[src/amd_pkg.sv]
// shared constants and types for the addressing mode decoder
package amd_pkg;
	localparam int         AMD_AW          = 16;
	localparam int         AMD_DW          = 8;
	localparam logic [7:0] AMD_PFX_SECOND  = 8'h90;
	localparam logic [7:0] AMD_PFX_SEC_IND = 8'h91;
	localparam logic [7:0] AMD_PFX_IND     = 8'h92;
	localparam logic [15:0] AMD_PAGE0_MAX  = 16'h00FF;
	localparam logic [15:0] AMD_SHORTX_MAX = 16'h01FE;

	// base mode requested by the opcode decode ahead of this block
	typedef enum logic [3:0] {
		AMD_M_INHERENT  = 4'h0,
		AMD_M_IMMEDIATE = 4'h1,
		AMD_M_DIR_SHORT = 4'h2,
		AMD_M_DIR_LONG  = 4'h3,
		AMD_M_IDX_NONE  = 4'h4,
		AMD_M_IDX_SHORT = 4'h5,
		AMD_M_IDX_LONG  = 4'h6,
		AMD_M_REL       = 4'h7,
		AMD_M_BIT       = 4'h8,
		AMD_M_BIT_REL   = 4'h9
	} amd_mode_t;

	typedef enum logic [6:0] {
		AMD_S_IDLE = 7'b000_0001,
		AMD_S_OPER = 7'b000_0010,
		AMD_S_PTRH = 7'b000_0100,
		AMD_S_PTRL = 7'b000_1000,
		AMD_S_REL  = 7'b001_0000,
		AMD_S_DONE = 7'b010_0000,
		AMD_S_WAIT = 7'b100_0000
	} amd_state_t;
endpackage : amd_pkg

[src/amd_adder.sv]
// unsigned index adder with carry kept
`timescale 1ns/1ps
module amd_adder #(
	parameter int AW = 16
) (
	input  wire logic [AW-1:0] base_in,
	input  wire logic [7:0]    index_in,
	output logic      [AW-1:0] sum_out
);
	assign sum_out = base_in + {{(AW-8){1'b0}}, index_in};
endmodule : amd_adder

[src/amd_decoder.sv]
// operand addressing mode decode and effective address generation
// What this block does
// - inherent: one byte, no operand fetch
// - immediate: one operand byte used directly
// - short direct: one address byte, page zero
// - long direct: two address bytes, full space
// - indexed address is index plus offset, unsigned
// - no-offset indexed: index alone, no byte
// - short indexed: untruncated sum up to 1FE
// - long indexed: word offset plus index
// - indirect: pointer read from memory is address
// - short indirect: byte pointer, page zero
// - long indirect: byte address, word pointer
// - indirect indexed: pointer plus index register
// - short indirect indexed reaches 1FE
// - branch target from next instruction counter
// - read-modify-write ops use short addressing only
// - no-offset indexed: second index adds one byte
// - relative adds signed eight-bit offset
// - prefixes 90, 92, 91 alter next opcode
`timescale 1ns/1ps
module amd_decoder (
	input  wire logic                  sys_clk_in,
	input  wire logic                  rst_n_in,
	input  wire logic                  clk_en_in,
	input  wire logic                  start_in,
	input  wire logic [7:0]            prefix_in,
	input  wire amd_pkg::amd_mode_t    mode_in,
	input  wire logic                  rmw_in,
	input  wire logic [amd_pkg::AMD_AW-1:0] pc_in,
	input  wire logic [7:0]            index_x_in,
	input  wire logic [7:0]            index_y_in,
	input  wire logic                  mem_ack_in,
	input  wire logic [7:0]            mem_data_in,
	output logic                       mem_req_out,
	output logic [amd_pkg::AMD_AW-1:0] mem_addr_out,
	output logic                       busy_out,
	output logic                       done_out,
	output logic                       illegal_out,
	output logic [amd_pkg::AMD_AW-1:0] ea_out,
	output logic [7:0]                 imm_out,
	output logic [2:0]                 length_out,
	output logic [amd_pkg::AMD_AW-1:0] next_pc_out
);
	import amd_pkg::*;

	amd_state_t       state;
	amd_mode_t        mode;
	logic             use_y;
	logic             indirect;
	logic             rmw;
	logic [15:0]      fetch_pc;
	logic [1:0]       left;
	logic             ptr_word;
	logic [7:0]       rel_off;
	logic [2:0]       len;
	logic [15:0]      word;
	logic             w_clear;
	logic             w_hi;
	logic             w_lo;
	logic [7:0]       idx;
	logic [15:0]      idx_sum;
	logic [15:0]      pc_after;
	logic [15:0]      rel_target;

	assign idx = use_y ? index_y_in : index_x_in;

	// two-byte words high byte first
	amd_word_asm u_word (
		.sys_clk_in (sys_clk_in),
		.rst_n_in   (rst_n_in),
		.clk_en_in  (clk_en_in),
		.clear_in   (w_clear),
		.load_hi_in (w_hi),
		.load_lo_in (w_lo),
		.byte_in    (mem_data_in),
		.word_out   (word)
	);

	amd_adder #(.AW(AMD_AW)) u_add (
		.base_in  (word),
		.index_in (idx),
		.sum_out  (idx_sum)
	);

	assign pc_after   = fetch_pc;
	assign rel_target = pc_after + {{8{rel_off[7]}}, rel_off};

	logic ack;
	assign ack = mem_req_out && mem_ack_in;

	// word loader strobes: first data byte high when a word is pending
	always_comb begin
		w_clear = start_in && state == AMD_S_IDLE;
		w_hi    = 1'b0;
		w_lo    = 1'b0;
		if (ack) begin
			case (state)
				AMD_S_OPER: begin
					if (left == 2'd2)
						w_hi = 1'b1;
					else
						w_lo = 1'b1;
				end
				AMD_S_PTRH: begin
					// byte pointers land low, word pointers start high
					w_hi = ptr_word;
					w_lo = !ptr_word;
				end
				AMD_S_PTRL: w_lo = 1'b1;
				default:    w_lo = 1'b0;
			endcase
		end
	end

	// sequencer
	always_ff @(posedge sys_clk_in or negedge rst_n_in) begin
		if (!rst_n_in) begin
			state        <= AMD_S_IDLE;
			mode         <= AMD_M_INHERENT;
			use_y        <= 1'b0;
			indirect     <= 1'b0;
			rmw          <= 1'b0;
			fetch_pc     <= 16'h0000;
			left         <= 2'd0;
			ptr_word     <= 1'b0;
			rel_off      <= 8'h00;
			len          <= 3'd0;
			mem_req_out  <= 1'b0;
			mem_addr_out <= 16'h0000;
			busy_out     <= 1'b0;
			done_out     <= 1'b0;
			illegal_out  <= 1'b0;
			ea_out       <= 16'h0000;
			imm_out      <= 8'h00;
			length_out   <= 3'd0;
			next_pc_out  <= 16'h0000;
		end else if (clk_en_in) begin
			done_out <= 1'b0;
			case (state)
				AMD_S_IDLE: begin
					if (start_in) begin
						mode        <= mode_in;
						rmw         <= rmw_in;
						illegal_out <= 1'b0;
						use_y    <= prefix_in == AMD_PFX_SECOND || prefix_in == AMD_PFX_SEC_IND;
						indirect <= prefix_in == AMD_PFX_IND || prefix_in == AMD_PFX_SEC_IND;
						fetch_pc <= pc_in;
						busy_out <= 1'b1;
						len      <= (prefix_in == AMD_PFX_SECOND || prefix_in == AMD_PFX_IND
							|| prefix_in == AMD_PFX_SEC_IND) ? 3'd2 : 3'd1;
						ptr_word <= mode_in == AMD_M_DIR_LONG || mode_in == AMD_M_IDX_LONG;
						case (mode_in)
							AMD_M_INHERENT, AMD_M_IDX_NONE: left <= 2'd0;
							AMD_M_DIR_LONG, AMD_M_IDX_LONG: begin
								if (prefix_in == AMD_PFX_IND || prefix_in == AMD_PFX_SEC_IND)
									left <= 2'd1;
								else
									left <= 2'd2;
							end
							default:                        left <= 2'd1;
						endcase
						state <= AMD_S_OPER;
					end
				end
				AMD_S_OPER: begin
					if (left == 2'd0 && !mem_req_out) begin
						// operands consumed; pick the follow-up
						if (indirect && mode != AMD_M_INHERENT && mode != AMD_M_IMMEDIATE
							&& mode != AMD_M_IDX_NONE) begin
							// pointer address is one byte only
							mem_req_out  <= 1'b1;
							mem_addr_out <= {8'h00, word[7:0]};
							state        <= AMD_S_PTRH;
						end else if (mode == AMD_M_REL || mode == AMD_M_BIT_REL) begin
							rel_off <= word[7:0];
							state   <= AMD_S_DONE;
						end else begin
							state <= AMD_S_DONE;
						end
					end else if (ack) begin
						mem_req_out <= 1'b0;
						fetch_pc    <= fetch_pc + 16'h0001;
						len         <= len + 3'd1;
						left        <= left - 2'd1;
						if (mode == AMD_M_BIT_REL && left == 2'd1)
							rel_off <= mem_data_in;
					end else if (!mem_req_out) begin
						mem_req_out  <= 1'b1;
						mem_addr_out <= fetch_pc;
						// bit-relative: address byte then offset byte
						if (mode == AMD_M_BIT_REL && left == 2'd1 && len < 3'd2)
							left <= 2'd2;
					end
				end
				AMD_S_PTRH: begin
					if (ack) begin
						if (ptr_word) begin
							mem_addr_out <= mem_addr_out + 16'h0001;
							state        <= AMD_S_PTRL;
						end else begin
							mem_req_out <= 1'b0;
							if (mode == AMD_M_REL)
								rel_off <= mem_data_in;
							state <= AMD_S_DONE;
						end
					end
				end
				AMD_S_PTRL: begin
					if (ack) begin
						mem_req_out <= 1'b0;
						state       <= AMD_S_DONE;
					end
				end
				AMD_S_DONE: begin
					busy_out    <= 1'b0;
					done_out    <= 1'b1;
					length_out  <= len;
					next_pc_out <= fetch_pc;
					imm_out     <= word[7:0];
					case (mode)
						AMD_M_IDX_NONE:  ea_out <= {8'h00, idx};
						AMD_M_IDX_SHORT: ea_out <= indirect ? idx_sum : {7'h00, idx_sum[8:0]};
						AMD_M_IDX_LONG:  ea_out <= idx_sum;
						AMD_M_REL:       ea_out <= rel_target;
						AMD_M_BIT_REL:   ea_out <= rel_target;
						AMD_M_DIR_SHORT, AMD_M_BIT:
							ea_out <= {8'h00, word[7:0]};
						default:         ea_out <= word;
					endcase
					illegal_out <= rmw && (mode == AMD_M_DIR_LONG || mode == AMD_M_IDX_LONG || ptr_word);
					state <= AMD_S_IDLE;
				end
				default: state <= AMD_S_IDLE;
			endcase
		end
	end

	// checks
	property p_inherent_len;
		@(posedge sys_clk_in) disable iff (!rst_n_in)
		done_out && mode == AMD_M_INHERENT && !use_y && !indirect |-> length_out == 3'd1;
	endproperty
	a_inherent_len: assert property (p_inherent_len) else $error("inherent length wrong");
	property p_imm_len;
		@(posedge sys_clk_in) disable iff (!rst_n_in)
		done_out && mode == AMD_M_IMMEDIATE |-> length_out == 3'd2 + {2'b00, use_y || indirect};
	endproperty
	a_imm_len: assert property (p_imm_len) else $error("immediate length wrong");
	property p_short_dir;
		@(posedge sys_clk_in) disable iff (!rst_n_in)
		done_out && mode == AMD_M_DIR_SHORT |-> ea_out <= AMD_PAGE0_MAX;
	endproperty
	a_short_dir: assert property (p_short_dir) else $error("short direct off page zero");
	property p_short_idx;
		@(posedge sys_clk_in) disable iff (!rst_n_in)
		done_out && mode == AMD_M_IDX_SHORT && !indirect |-> ea_out <= AMD_SHORTX_MAX;
	endproperty
	a_short_idx: assert property (p_short_idx) else $error("short indexed out of range");
	property p_noidx;
		@(posedge sys_clk_in) disable iff (!rst_n_in)
		done_out && mode == AMD_M_IDX_NONE |-> ea_out == {8'h00, $past(idx)};
	endproperty
	a_noidx: assert property (p_noidx) else $error("no-offset indexed address wrong");
	property p_busy_done;
		@(posedge sys_clk_in) disable iff (!rst_n_in)
		$rose(busy_out) |-> ##[1:40] done_out;
	endproperty
	a_busy_done: assert property (p_busy_done) else $error("decode never finished");
	property p_req_hold;
		@(posedge sys_clk_in) disable iff (!rst_n_in)
		mem_req_out && !mem_ack_in && clk_en_in |=> mem_req_out && $stable(mem_addr_out);
	endproperty
	a_req_hold: assert property (p_req_hold) else $error("request dropped before ack");
	property p_ptr_page0;
		@(posedge sys_clk_in) disable iff (!rst_n_in)
		state == AMD_S_PTRH && $past(state) == AMD_S_OPER |-> mem_addr_out[15:8] == 8'h00;
	endproperty
	a_ptr_page0: assert property (p_ptr_page0) else $error("pointer address not one byte");
	property p_long_dir_len;
		@(posedge sys_clk_in) disable iff (!rst_n_in)
		done_out && mode == AMD_M_DIR_LONG && !use_y && !indirect |-> length_out == 3'd3;
	endproperty
	a_long_dir_len: assert property (p_long_dir_len) else $error("long direct length wrong");
	property p_ind_long_len;
		@(posedge sys_clk_in) disable iff (!rst_n_in)
		done_out && indirect && (mode == AMD_M_DIR_LONG || mode == AMD_M_IDX_LONG) |-> length_out == 3'd3;
	endproperty
	a_ind_long_len: assert property (p_ind_long_len) else $error("indirect long length wrong");
	property p_y_noidx_len;
		@(posedge sys_clk_in) disable iff (!rst_n_in)
		done_out && mode == AMD_M_IDX_NONE && use_y |-> length_out == 3'd2;
	endproperty
	a_y_noidx_len: assert property (p_y_noidx_len) else $error("second index no-offset length wrong");
	property p_no_operand;
		@(posedge sys_clk_in) disable iff (!rst_n_in)
		busy_out && (mode == AMD_M_INHERENT || mode == AMD_M_IDX_NONE) |-> !mem_req_out;
	endproperty
	a_no_operand: assert property (p_no_operand) else $error("operand fetched for no-operand mode");
	property p_rel_reach;
		@(posedge sys_clk_in) disable iff (!rst_n_in)
		done_out && (mode == AMD_M_REL || mode == AMD_M_BIT_REL) |-> ea_out - next_pc_out + 16'h0080 <= 16'h00FF;
	endproperty
	a_rel_reach: assert property (p_rel_reach) else $error("branch target out of reach");
	property p_ptr_next_byte;
		@(posedge sys_clk_in) disable iff (!rst_n_in)
		state == AMD_S_PTRL && $past(state) == AMD_S_PTRH |-> mem_addr_out == $past(mem_addr_out) + 16'h0001;
	endproperty
	a_ptr_next_byte: assert property (p_ptr_next_byte) else $error("word pointer low byte address wrong");
	property p_rmw_long;
		@(posedge sys_clk_in) disable iff (!rst_n_in)
		done_out && rmw && (mode == AMD_M_DIR_LONG || mode == AMD_M_IDX_LONG) |-> illegal_out;
	endproperty
	a_rmw_long: assert property (p_rmw_long) else $error("long form rmw not flagged");
	property p_ind_idx_range;
		@(posedge sys_clk_in) disable iff (!rst_n_in)
		done_out && mode == AMD_M_IDX_SHORT && indirect |-> ea_out <= AMD_SHORTX_MAX;
	endproperty
	a_ind_idx_range: assert property (p_ind_idx_range) else $error("short indirect indexed out of range");
	property p_short_ind;
		@(posedge sys_clk_in) disable iff (!rst_n_in)
		done_out && mode == AMD_M_DIR_SHORT && indirect |-> ea_out <= AMD_PAGE0_MAX;
	endproperty
	a_short_ind: assert property (p_short_ind) else $error("short indirect off page zero");
	property p_imm_value;
		@(posedge sys_clk_in) disable iff (!rst_n_in)
		done_out && mode == AMD_M_IMMEDIATE |-> ea_out == {8'h00, imm_out};
	endproperty
	a_imm_value: assert property (p_imm_value) else $error("immediate operand not the fetched byte");
	property p_done_pulse;
		@(posedge sys_clk_in) disable iff (!rst_n_in)
		done_out && clk_en_in |=> !done_out;
	endproperty
	a_done_pulse: assert property (p_done_pulse) else $error("done held past one cycle");
	property p_done_idle;
		@(posedge sys_clk_in) disable iff (!rst_n_in)
		done_out |-> !busy_out;
	endproperty
	a_done_idle: assert property (p_done_idle) else $error("busy still high at done");
	c_rel: cover property (@(posedge sys_clk_in) done_out && mode == AMD_M_REL);
	c_ind: cover property (@(posedge sys_clk_in) done_out && indirect && ptr_word);
	c_rmw: cover property (@(posedge sys_clk_in) illegal_out);
	c_bit_rel: cover property (@(posedge sys_clk_in) done_out && mode == AMD_M_BIT_REL);
	c_freeze: cover property (@(posedge sys_clk_in) busy_out && !clk_en_in);
endmodule : amd_decoder

[src/amd_word_asm.sv]
// assembles a two-byte value high byte first
`timescale 1ns/1ps
module amd_word_asm (
	input  wire logic       sys_clk_in,
	input  wire logic       rst_n_in,
	input  wire logic       clk_en_in,
	input  wire logic       clear_in,
	input  wire logic       load_hi_in,
	input  wire logic       load_lo_in,
	input  wire logic [7:0] byte_in,
	output logic      [15:0] word_out
);
	always_ff @(posedge sys_clk_in or negedge rst_n_in) begin
		if (!rst_n_in) begin
			word_out <= 16'h0000;
		end else if (clk_en_in) begin
			if (clear_in)
				word_out <= 16'h0000;
			else if (load_hi_in)
				word_out <= {byte_in, 8'h00};
			else if (load_lo_in)
				word_out <= {word_out[15:8], byte_in};
		end
	end
endmodule : amd_word_asm
[config.mk]
export PLATFORM = sky130hd
export DESIGN_NAME = amd_decoder
export DESIGN_NICKNAME = d
export VERILOG_FILES = /design/src/amd_pkg.sv /design/src/amd_adder.sv /design/src/amd_decoder.sv /design/src/amd_word_asm.sv
export SDC_FILE = /design/constraint.sdc
export NUM_CORES = 1
export LEC_CHECK = 0
export BUFFER_PORTS_ARGS = -buffer_cell sky130_fd_sc_hd__buf_4
export CORE_ASPECT_RATIO = 0.8
export CORE_MARGIN = 2
export CORE_UTILIZATION = 45
export CTS_CLUSTER_SIZE = 8
export DETAILED_ROUTE_END_ITERATION = 16
export GPL_TIMING_DRIVEN = 0
export PLACE_DENSITY = 0.66
export SLEW_MARGIN = 20
export SYNTH_ARGS = -nofsm -noshare
export SYNTH_HDL_FRONTEND = slang
export SYNTH_HIERARCHICAL = 1
export SYNTH_SLANG_ARGS = --single-unit
[constraint.sdc]
create_clock -name sys_clk_in -period 4 [get_ports sys_clk_in]
set_clock_uncertainty 0.2 [all_clocks]
set_input_delay 1.2 -clock sys_clk_in [delete_from_list [all_inputs] [get_ports sys_clk_in]]
set_output_delay 1.2 -clock sys_clk_in [all_outputs]
set_load 0.02 [all_outputs]
* Word-level counts from Yosys, hierarchy flattened
Cells that the tools add are included.
** Storage, ports and cells
- Register bits after elaboration :: 123
- Input port bits :: 58
- Output and inout port bits :: 63
- Logic and storage cells :: 176
** Operators by class
- Mux-type cells :: 64
- Magnitude comparators :: 1
- $add $sub $neg :: 6
- Reductions and logical operators :: 43
- Equal/unequal tests :: 41
** Operator list (number)
- two-way mux 16 bit :: 12
- two-way mux 8 bit :: 10
- case mux 16 bit (5 select lines) :: 1
- case mux 16 bit (2 select lines) :: 2
- adder 16 x 1 -> 16 bit, second input constant :: 2
- two-way mux 7 bit :: 4
- case mux 7 bit (4 select lines) :: 1
- != test 3 bit, second input constant :: 9
- equality test 4 x 3 -> 1 bit, second input constant :: 6
- equality test 8 bit, second input constant :: 3
- != test 2 bit, second input constant :: 9
- adder 16 bit :: 1
- adder 16 x 8 -> 16 bit :: 1
- case mux 8 bit (2 select lines) :: 1
- two-way mux 2 bit :: 7
- two-way mux 1 bit :: 13
- equality test 4 x 2 -> 1 bit, second input constant :: 3
- two-way mux 6 bit :: 2
- AND reduction 6 bit :: 2
- AND reduction 5 bit :: 2
- logical AND 1 bit :: 9
- two-way mux 3 bit :: 3
- AND reduction 9 bit :: 1
- equality test 4 bit, second input constant :: 2
- other kinds (27) :: 49

* Logic depth before layout (Yosys ltp)
- Depth after elaboration :: 8
- Gate-level depth with buffers :: 12
- Mapped depth without buffers :: 11

* Cells and area by module
Netlist, hierarchy kept.
** By module, submodules not included
- amd_decoder :: area an instance 6384.9 um^2, times used 1, cells each 747, sequential area each 2628.8 um^2
- amd_word_asm :: area an instance 879.6 um^2, times used 1, cells each 83, sequential area each 400.4 um^2
- amd_adder :: area an instance 490.5 um^2, times used 1, cells each 62, sequential area each 0.0 um^2

* Least setup slack after synthesis
OpenSTA, ideal clock, no wires.
- Path type :: input to register
- Start :: input port index_y_in[0]
- End :: register ea_out[14] in the netlist's numbering
- Stages :: 11
- Setup time :: 0.128 ns
- Data required time :: 3.672 ns
- Setup slack :: 0.389 ns
- Buffers on the path :: 0
- Arrival :: 3.283 ns
- Cell sequence :: mux2_2 ha_1 fa_1 a21o_2 a41oi_1 a31oi_2 nand3_1 xnor2_1 a221o_1 o21ai_0 o31ai_1
** Between the ends
- Word-level cells in the longest chain between the ends :: 4
** RTL lines
- start: declaration :: RTL line amd_decoder.sv:32 : input wire logic [7:0] index_y_in,
- two-way mux 8 bit (*) :: RTL line amd_decoder.sv:66 : assign idx = use_y ? index_y_in : index_x_in;
- adder 16 x 8 -> 16 bit (*) :: RTL line amd_adder.sv:10 : assign sum_out = base_in + {{(AW-8){1'b0}}, index_in};
- net idx_sum[14] :: RTL line amd_decoder.sv:62 : logic [15:0] idx_sum;
- two-way mux 16 bit :: RTL line amd_decoder.sv:223 : AMD_M_IDX_SHORT: ea_out <= indirect ? idx_sum : {7'h00, idx_sum[8:0]};
- case mux 16 bit (5 select lines) (*) :: RTL line amd_decoder.sv:221 : case (mode)
- end signal: assignment :: RTL line amd_decoder.sv:222 : AMD_M_IDX_NONE: ea_out <= {8'h00, idx};
- end signal: assignment :: RTL line amd_decoder.sv:223
- end signal: assignment :: RTL line amd_decoder.sv:224 : AMD_M_IDX_LONG: ea_out <= idx_sum;
- end: declaration :: RTL line amd_decoder.sv:40 : output logic [amd_pkg::AMD_AW-1:0] ea_out,
Mark *: on every way through the listed nets, which the timed path passes. The rest lies on a longest branch.
A chain may end at the register's enable or synchronous reset.

* Final worst setup path
- Start :: register use_y
- End :: register ea_out[14] in the netlist's numbering
** Between the ends
- Word-level cells in the longest chain between the ends :: 4
** RTL lines
- start: declaration :: RTL line amd_decoder.sv:49 : logic use_y;
- start signal: assignment :: RTL line amd_decoder.sv:121 : use_y <= 1'b0;
- start signal: assignment :: RTL line amd_decoder.sv:146 : use_y <= prefix_in == AMD_PFX_SECOND || prefix_in == AMD_PFX_SEC_IND;
- two-way mux 8 bit (*) :: RTL line amd_decoder.sv:66
- net idx[0] :: RTL line amd_decoder.sv:61 : logic [7:0] idx;
- adder 16 x 8 -> 16 bit (*) :: RTL line amd_adder.sv:10
- net idx_sum[14] :: RTL line amd_decoder.sv:62
- two-way mux 16 bit :: RTL line amd_decoder.sv:223
- case mux 16 bit (5 select lines) (*) :: RTL line amd_decoder.sv:221
Marks and branches as above.

==> run summary <==
The per-cell via count in the routed design is between 5 and 6. The post-cts repair resize count is 0. In the routed design, unresolved DRC markers number 0.

The cell count of the worst hold path is 2. The initial utilization of the core area, before any placement, comes to between 40% and 50%. The die outline width came out at approximately 150 um. After detailed routing, the average wire length per cell comes to between 15 and 20 um. The area of the die is ~18000 um2. Net switching is roughly 44% of the power. The placeable core region is around 17000 um2.

The top fanout value on the critical path is 9. The first-iteration detailed-routing DRC count is 839. The number of top-level design ports is ~120. The vertical die dimension came out at 121.4 um.

Summed over all cells, the static leakage comes to 4.305 nW. The post-route clock period utilization is 93.71%. The internal power consumption came out at approximately 0.0041 W. The most area-hungry cell type in the Yosys netlist is sky130_fd_sc_hd__dfrtp_1. Clock tree synthesis inserted a total of 17 buffers. The critical path is of the reg2reg type. After synthesis, the cell types taking the most area are sky130_fd_sc_hd__dfrtp_1 (39%), sky130_fd_sc_hd__nand2_1 (7.7%), sky130_fd_sc_hd__a21oi_1 (4.7%). In this run the critical register-to-register path is launched from use_y$_DFFE_PN0P_.

The post-synth design cell area is just under 8000 um2. By instance count, the leading cell after synthesis is sky130_fd_sc_hd__nand2_1. Summed over all layers, the routed wires come to between 20 and 25 mm. The largest net degree at the start of global routing came out at between 60 and 70. Setup repair after global routing left no endpoint under its margin. The floorplan has 42 rows. The placed instance count is roughly 1.2k. In the global route stage, overall resource usage came out at between 20 and 30%. The detailed-router iteration count before antenna repair came out at 5. In this run the power spent charging and discharging nets is around 0.0031 W.

The area taken by multi-input logic gates is about 4400 um2. Counting every instance in the synthesized netlist gives between 800 and 900. The initial antenna violation count came out at 0.

Data on the critical path arrives at its endpoint at ~3800 ps. In this run, the clock network consumes between 20% and 30% of the power. The worst hold path belongs to the class reg2reg. The clock-pin slew of the registers on the worst-case setup and hold paths came out at 50 ps.

Clock tree synthesis selected as its root buffer the cell sky130_fd_sc_hd__clkbuf_16. Once detail routing completed, the nets flagged for antenna violations numbered 0. The yosys synthesis warning count is 6. The endpoint required time on the critical path came out at between 4000 and 5000 ps. Relative to the synthesized area, the layout overhead comes to 23.06%. The area used by sequential logic in the layout is just over 3000 um2. The average instance in the mapped netlist occupies roughly 8.7 um2. The portion of total power attributed to sequential cells is 32.3%. The startpoint identified for the worst hold timing path is imm_out[4]$_DFFE_PN0P_.

The max-cap check violation count came out at 0. In the synthesized netlist the dominant register cell turns out to be sky130_fd_sc_hd__dfrtp_1. The number of post-CTS setup repair buffers is 0. The depth of the CTS H-tree came out at 4. TritonCTS built the clock tree. The final max-slew violation count is 0. The number of diodes came out at 0. The number of vias after detailed routing came out at roughly 7.5k. The maximum root-to-sink buffer count is 2. The endpoint type of the worst setup path is a flop.

The number of flops mapped to enable cells by yosys is 0. The count of final hold-check violations is 0. The share of the core filled with cells is ~57%. Power spread over the standard cell area amounts to 756.5 nW/um2. The total of buffers placed on input and output ports is 120.

The total global routing overflow is 0. The actual slew at the worst max-slew pin came out at 928.1 ps. The clock insertion delay at the later pin of the skew report is 430 ps. After clock tree synthesis, the flow added hold-fix buffers numbering 0. The critical path starts at use_y$_DFFE_PN0P_. The number of global-route vias before repair is 6828.

The first-pass GRT wire length came out at approximately 38 mm. Counting every sink on the clock net gives 121. IR analysis of the VDD net gives a maximum drop of slightly above 400 uV. The post-route non-filler standard cell count is between 1k and 1.5k.

The synthesized flop and latch total is approximately 120. The fraction of post-synthesis cell area in the top cell type by area came out at 38.72%. The count of final setup violators is 0. The number of nets in the finished design came out at roughly 1.1k. The post-route netlist has 20.29% of its cells at a drive strength greater than 1.

The achievable clock frequency came out at between 0.2 and 0.3 GHz. Headroom to the max-slew limit came out at a little under two fifths. The final critical-path required period is between 3000 and 4000 ps. The synthesized netlist net count is just under 1k. Of the synthesized area, sequential elements account for 39.06%. The final RePlAce weighted congestion came out at 0.8737. The number of distinct library cells after synthesis is between 80 and 90.

The fraction of registers with async set or reset after synthesis is 100.0%. STA classifies the critical path startpoint as a flop. Counting cells, the worst reg-to-reg path comes to 12. Per report_power, the combinational group accounts for around 47% of the total. The run finished with clean final reports. The count of fill cells added during filler insertion came out at ~1.6k.

The final HPWL from detailed placement came out at between 15 and 20 mm. By count the netlist is led by sky130_fd_sc_hd__nand2_1 (159), sky130_fd_sc_hd__dfrtp_1 (120), sky130_fd_sc_hd__a21oi_1 (73).
per-stage QoR:
step                      setup TNS [ps]  area [um2]  setup slack, ps  power, W  hold slack (ps)
final                                  0        9543            251.5  0.007219            272.2
after global routing                   0        9543            80.40  0.007665            302.3
after CTS                              0        9538            307.3  0.007160            280.7
after detailed placement          -33.09        8962           -22.57  0.005615            266.6
after global placement                 0        8931            19.77  0.005569            264.8
after floorplan                        0        7755            388.6  0.004403            272.7
cell usage in the layout, fill, tap and decap left out, drive strengths merged, types with 14 or more instances in the layout:
master / Yosys / layout
nand2: 160 / 160
buf: 17 / 138
dfrtp: 120 / 120
a21oi: 85 / 85
clkbuf: 30 / 54
nor2: 52 / 52
o21ai: 51 / 51
nand3: 40 / 40
ha: 29 / 29
a31oi: 22 / 22
xnor2: 20 / 20
inv: 19 / 19
mux2: 15 / 15
nor2b: 15 / 15
and3: 14 / 14
power by group through the flow:
| stage | Sequential, W | Combinational, W | Clock (W) |
|---|---|---|---|
| after global routing | 0.00237 | 0.00370 | 0.00160 |
| final | 0.00233 | 0.00336 | 0.00153 |
| after floorplan | 0.00237 | 0.00203 | 0 |
| after global placement | 0.00231 | 0.00325 | 0 |
| after detailed placement | 0.00231 | 0.00330 | 0 |
| after CTS | 0.00230 | 0.00333 | 0.00153 |
layout make-up:
cell class              instances  share of cell area [%]
multi-input cells             705                   46.35
flip-flops and latches        121                   31.74
repair buffers                121                   9.768
clock buffers                  24                   5.048
well taps                     220                   2.884
plain buffers                  47                   2.478
clock inverters                 8                  0.9833
inverters                      19                  0.7473
flip-flops by register name (all words and copies together) (netlist names):
name,flops
ea_out,16
fetch_pc,16
mem_addr_out,16
next_pc_out,16
u_word/word_out,16
imm_out,8
rel_off,8
state,5
mode,4
len,3
length_out,3
left,2
busy_out,1
done_out,1
illegal_out,1
indirect,1
mem_req_out,1
ptr_word,1
rmw,1
use_y,1
worst paths after layout:
check | endpoint | slack [ps]
setup / recovery | ea_out[14]$_DFFE_PN0P_ | 250
setup reg to reg | ea_out[14]$_DFFE_PN0P_ | 250
hold / removal | imm_out[4]$_DFFE_PN0P_ | 270
max in group asynchronous | state[0]$_DFFE_PN1P_ | 2280
hold reg to reg | imm_out[4]$_DFFE_PN0P_ | 270
min in group asynchronous | imm_out[4]$_DFFE_PN0P_ | 530
cells by family (layout without fill, tap and decap cells):
group           count (synthesis)  in the layout  synth area share (%)
simple gates                  352            352                 21.68
compound gates                268            268                 23.33
flops                         121            121                 39.06
mux                            26             26                 3.598
fa+ha+maj                      31             31                 5.195
xor+xnor                       28             28                 3.162
buf+inv                        66            219                 3.969
worst max-delay path, cell delays in order, from the launching register on:
cell and delay, ps:
sky130_fd_sc_hd__dfrtp_1 310, sky130_fd_sc_hd__clkbuf_1 450, sky130_fd_sc_hd__mux2_2 420, sky130_fd_sc_hd__ha_1 220, sky130_fd_sc_hd__fa_1 430, sky130_fd_sc_hd__a21o_2 250, sky130_fd_sc_hd__a41oi_1 360, sky130_fd_sc_hd__a31oi_2 210
sky130_fd_sc_hd__nand3_1 150, sky130_fd_sc_hd__xnor2_1 70, sky130_fd_sc_hd__a221o_1 360, sky130_fd_sc_hd__o21ai_0 90, sky130_fd_sc_hd__o31ai_1 90
per-layer routing:
metal | vias to the layer above | track usage (%) | wire, um
met5 | - | 0 | 0
met4 | 0 | 6.308 | 325
met3 | 27 | 6.053 | 1902
met2 | 312 | 40.09 | 10560
met1 | 3675 | 41.50 | 11720
li1 | 3532 | - | -
(Power assumes the default switching activity.)
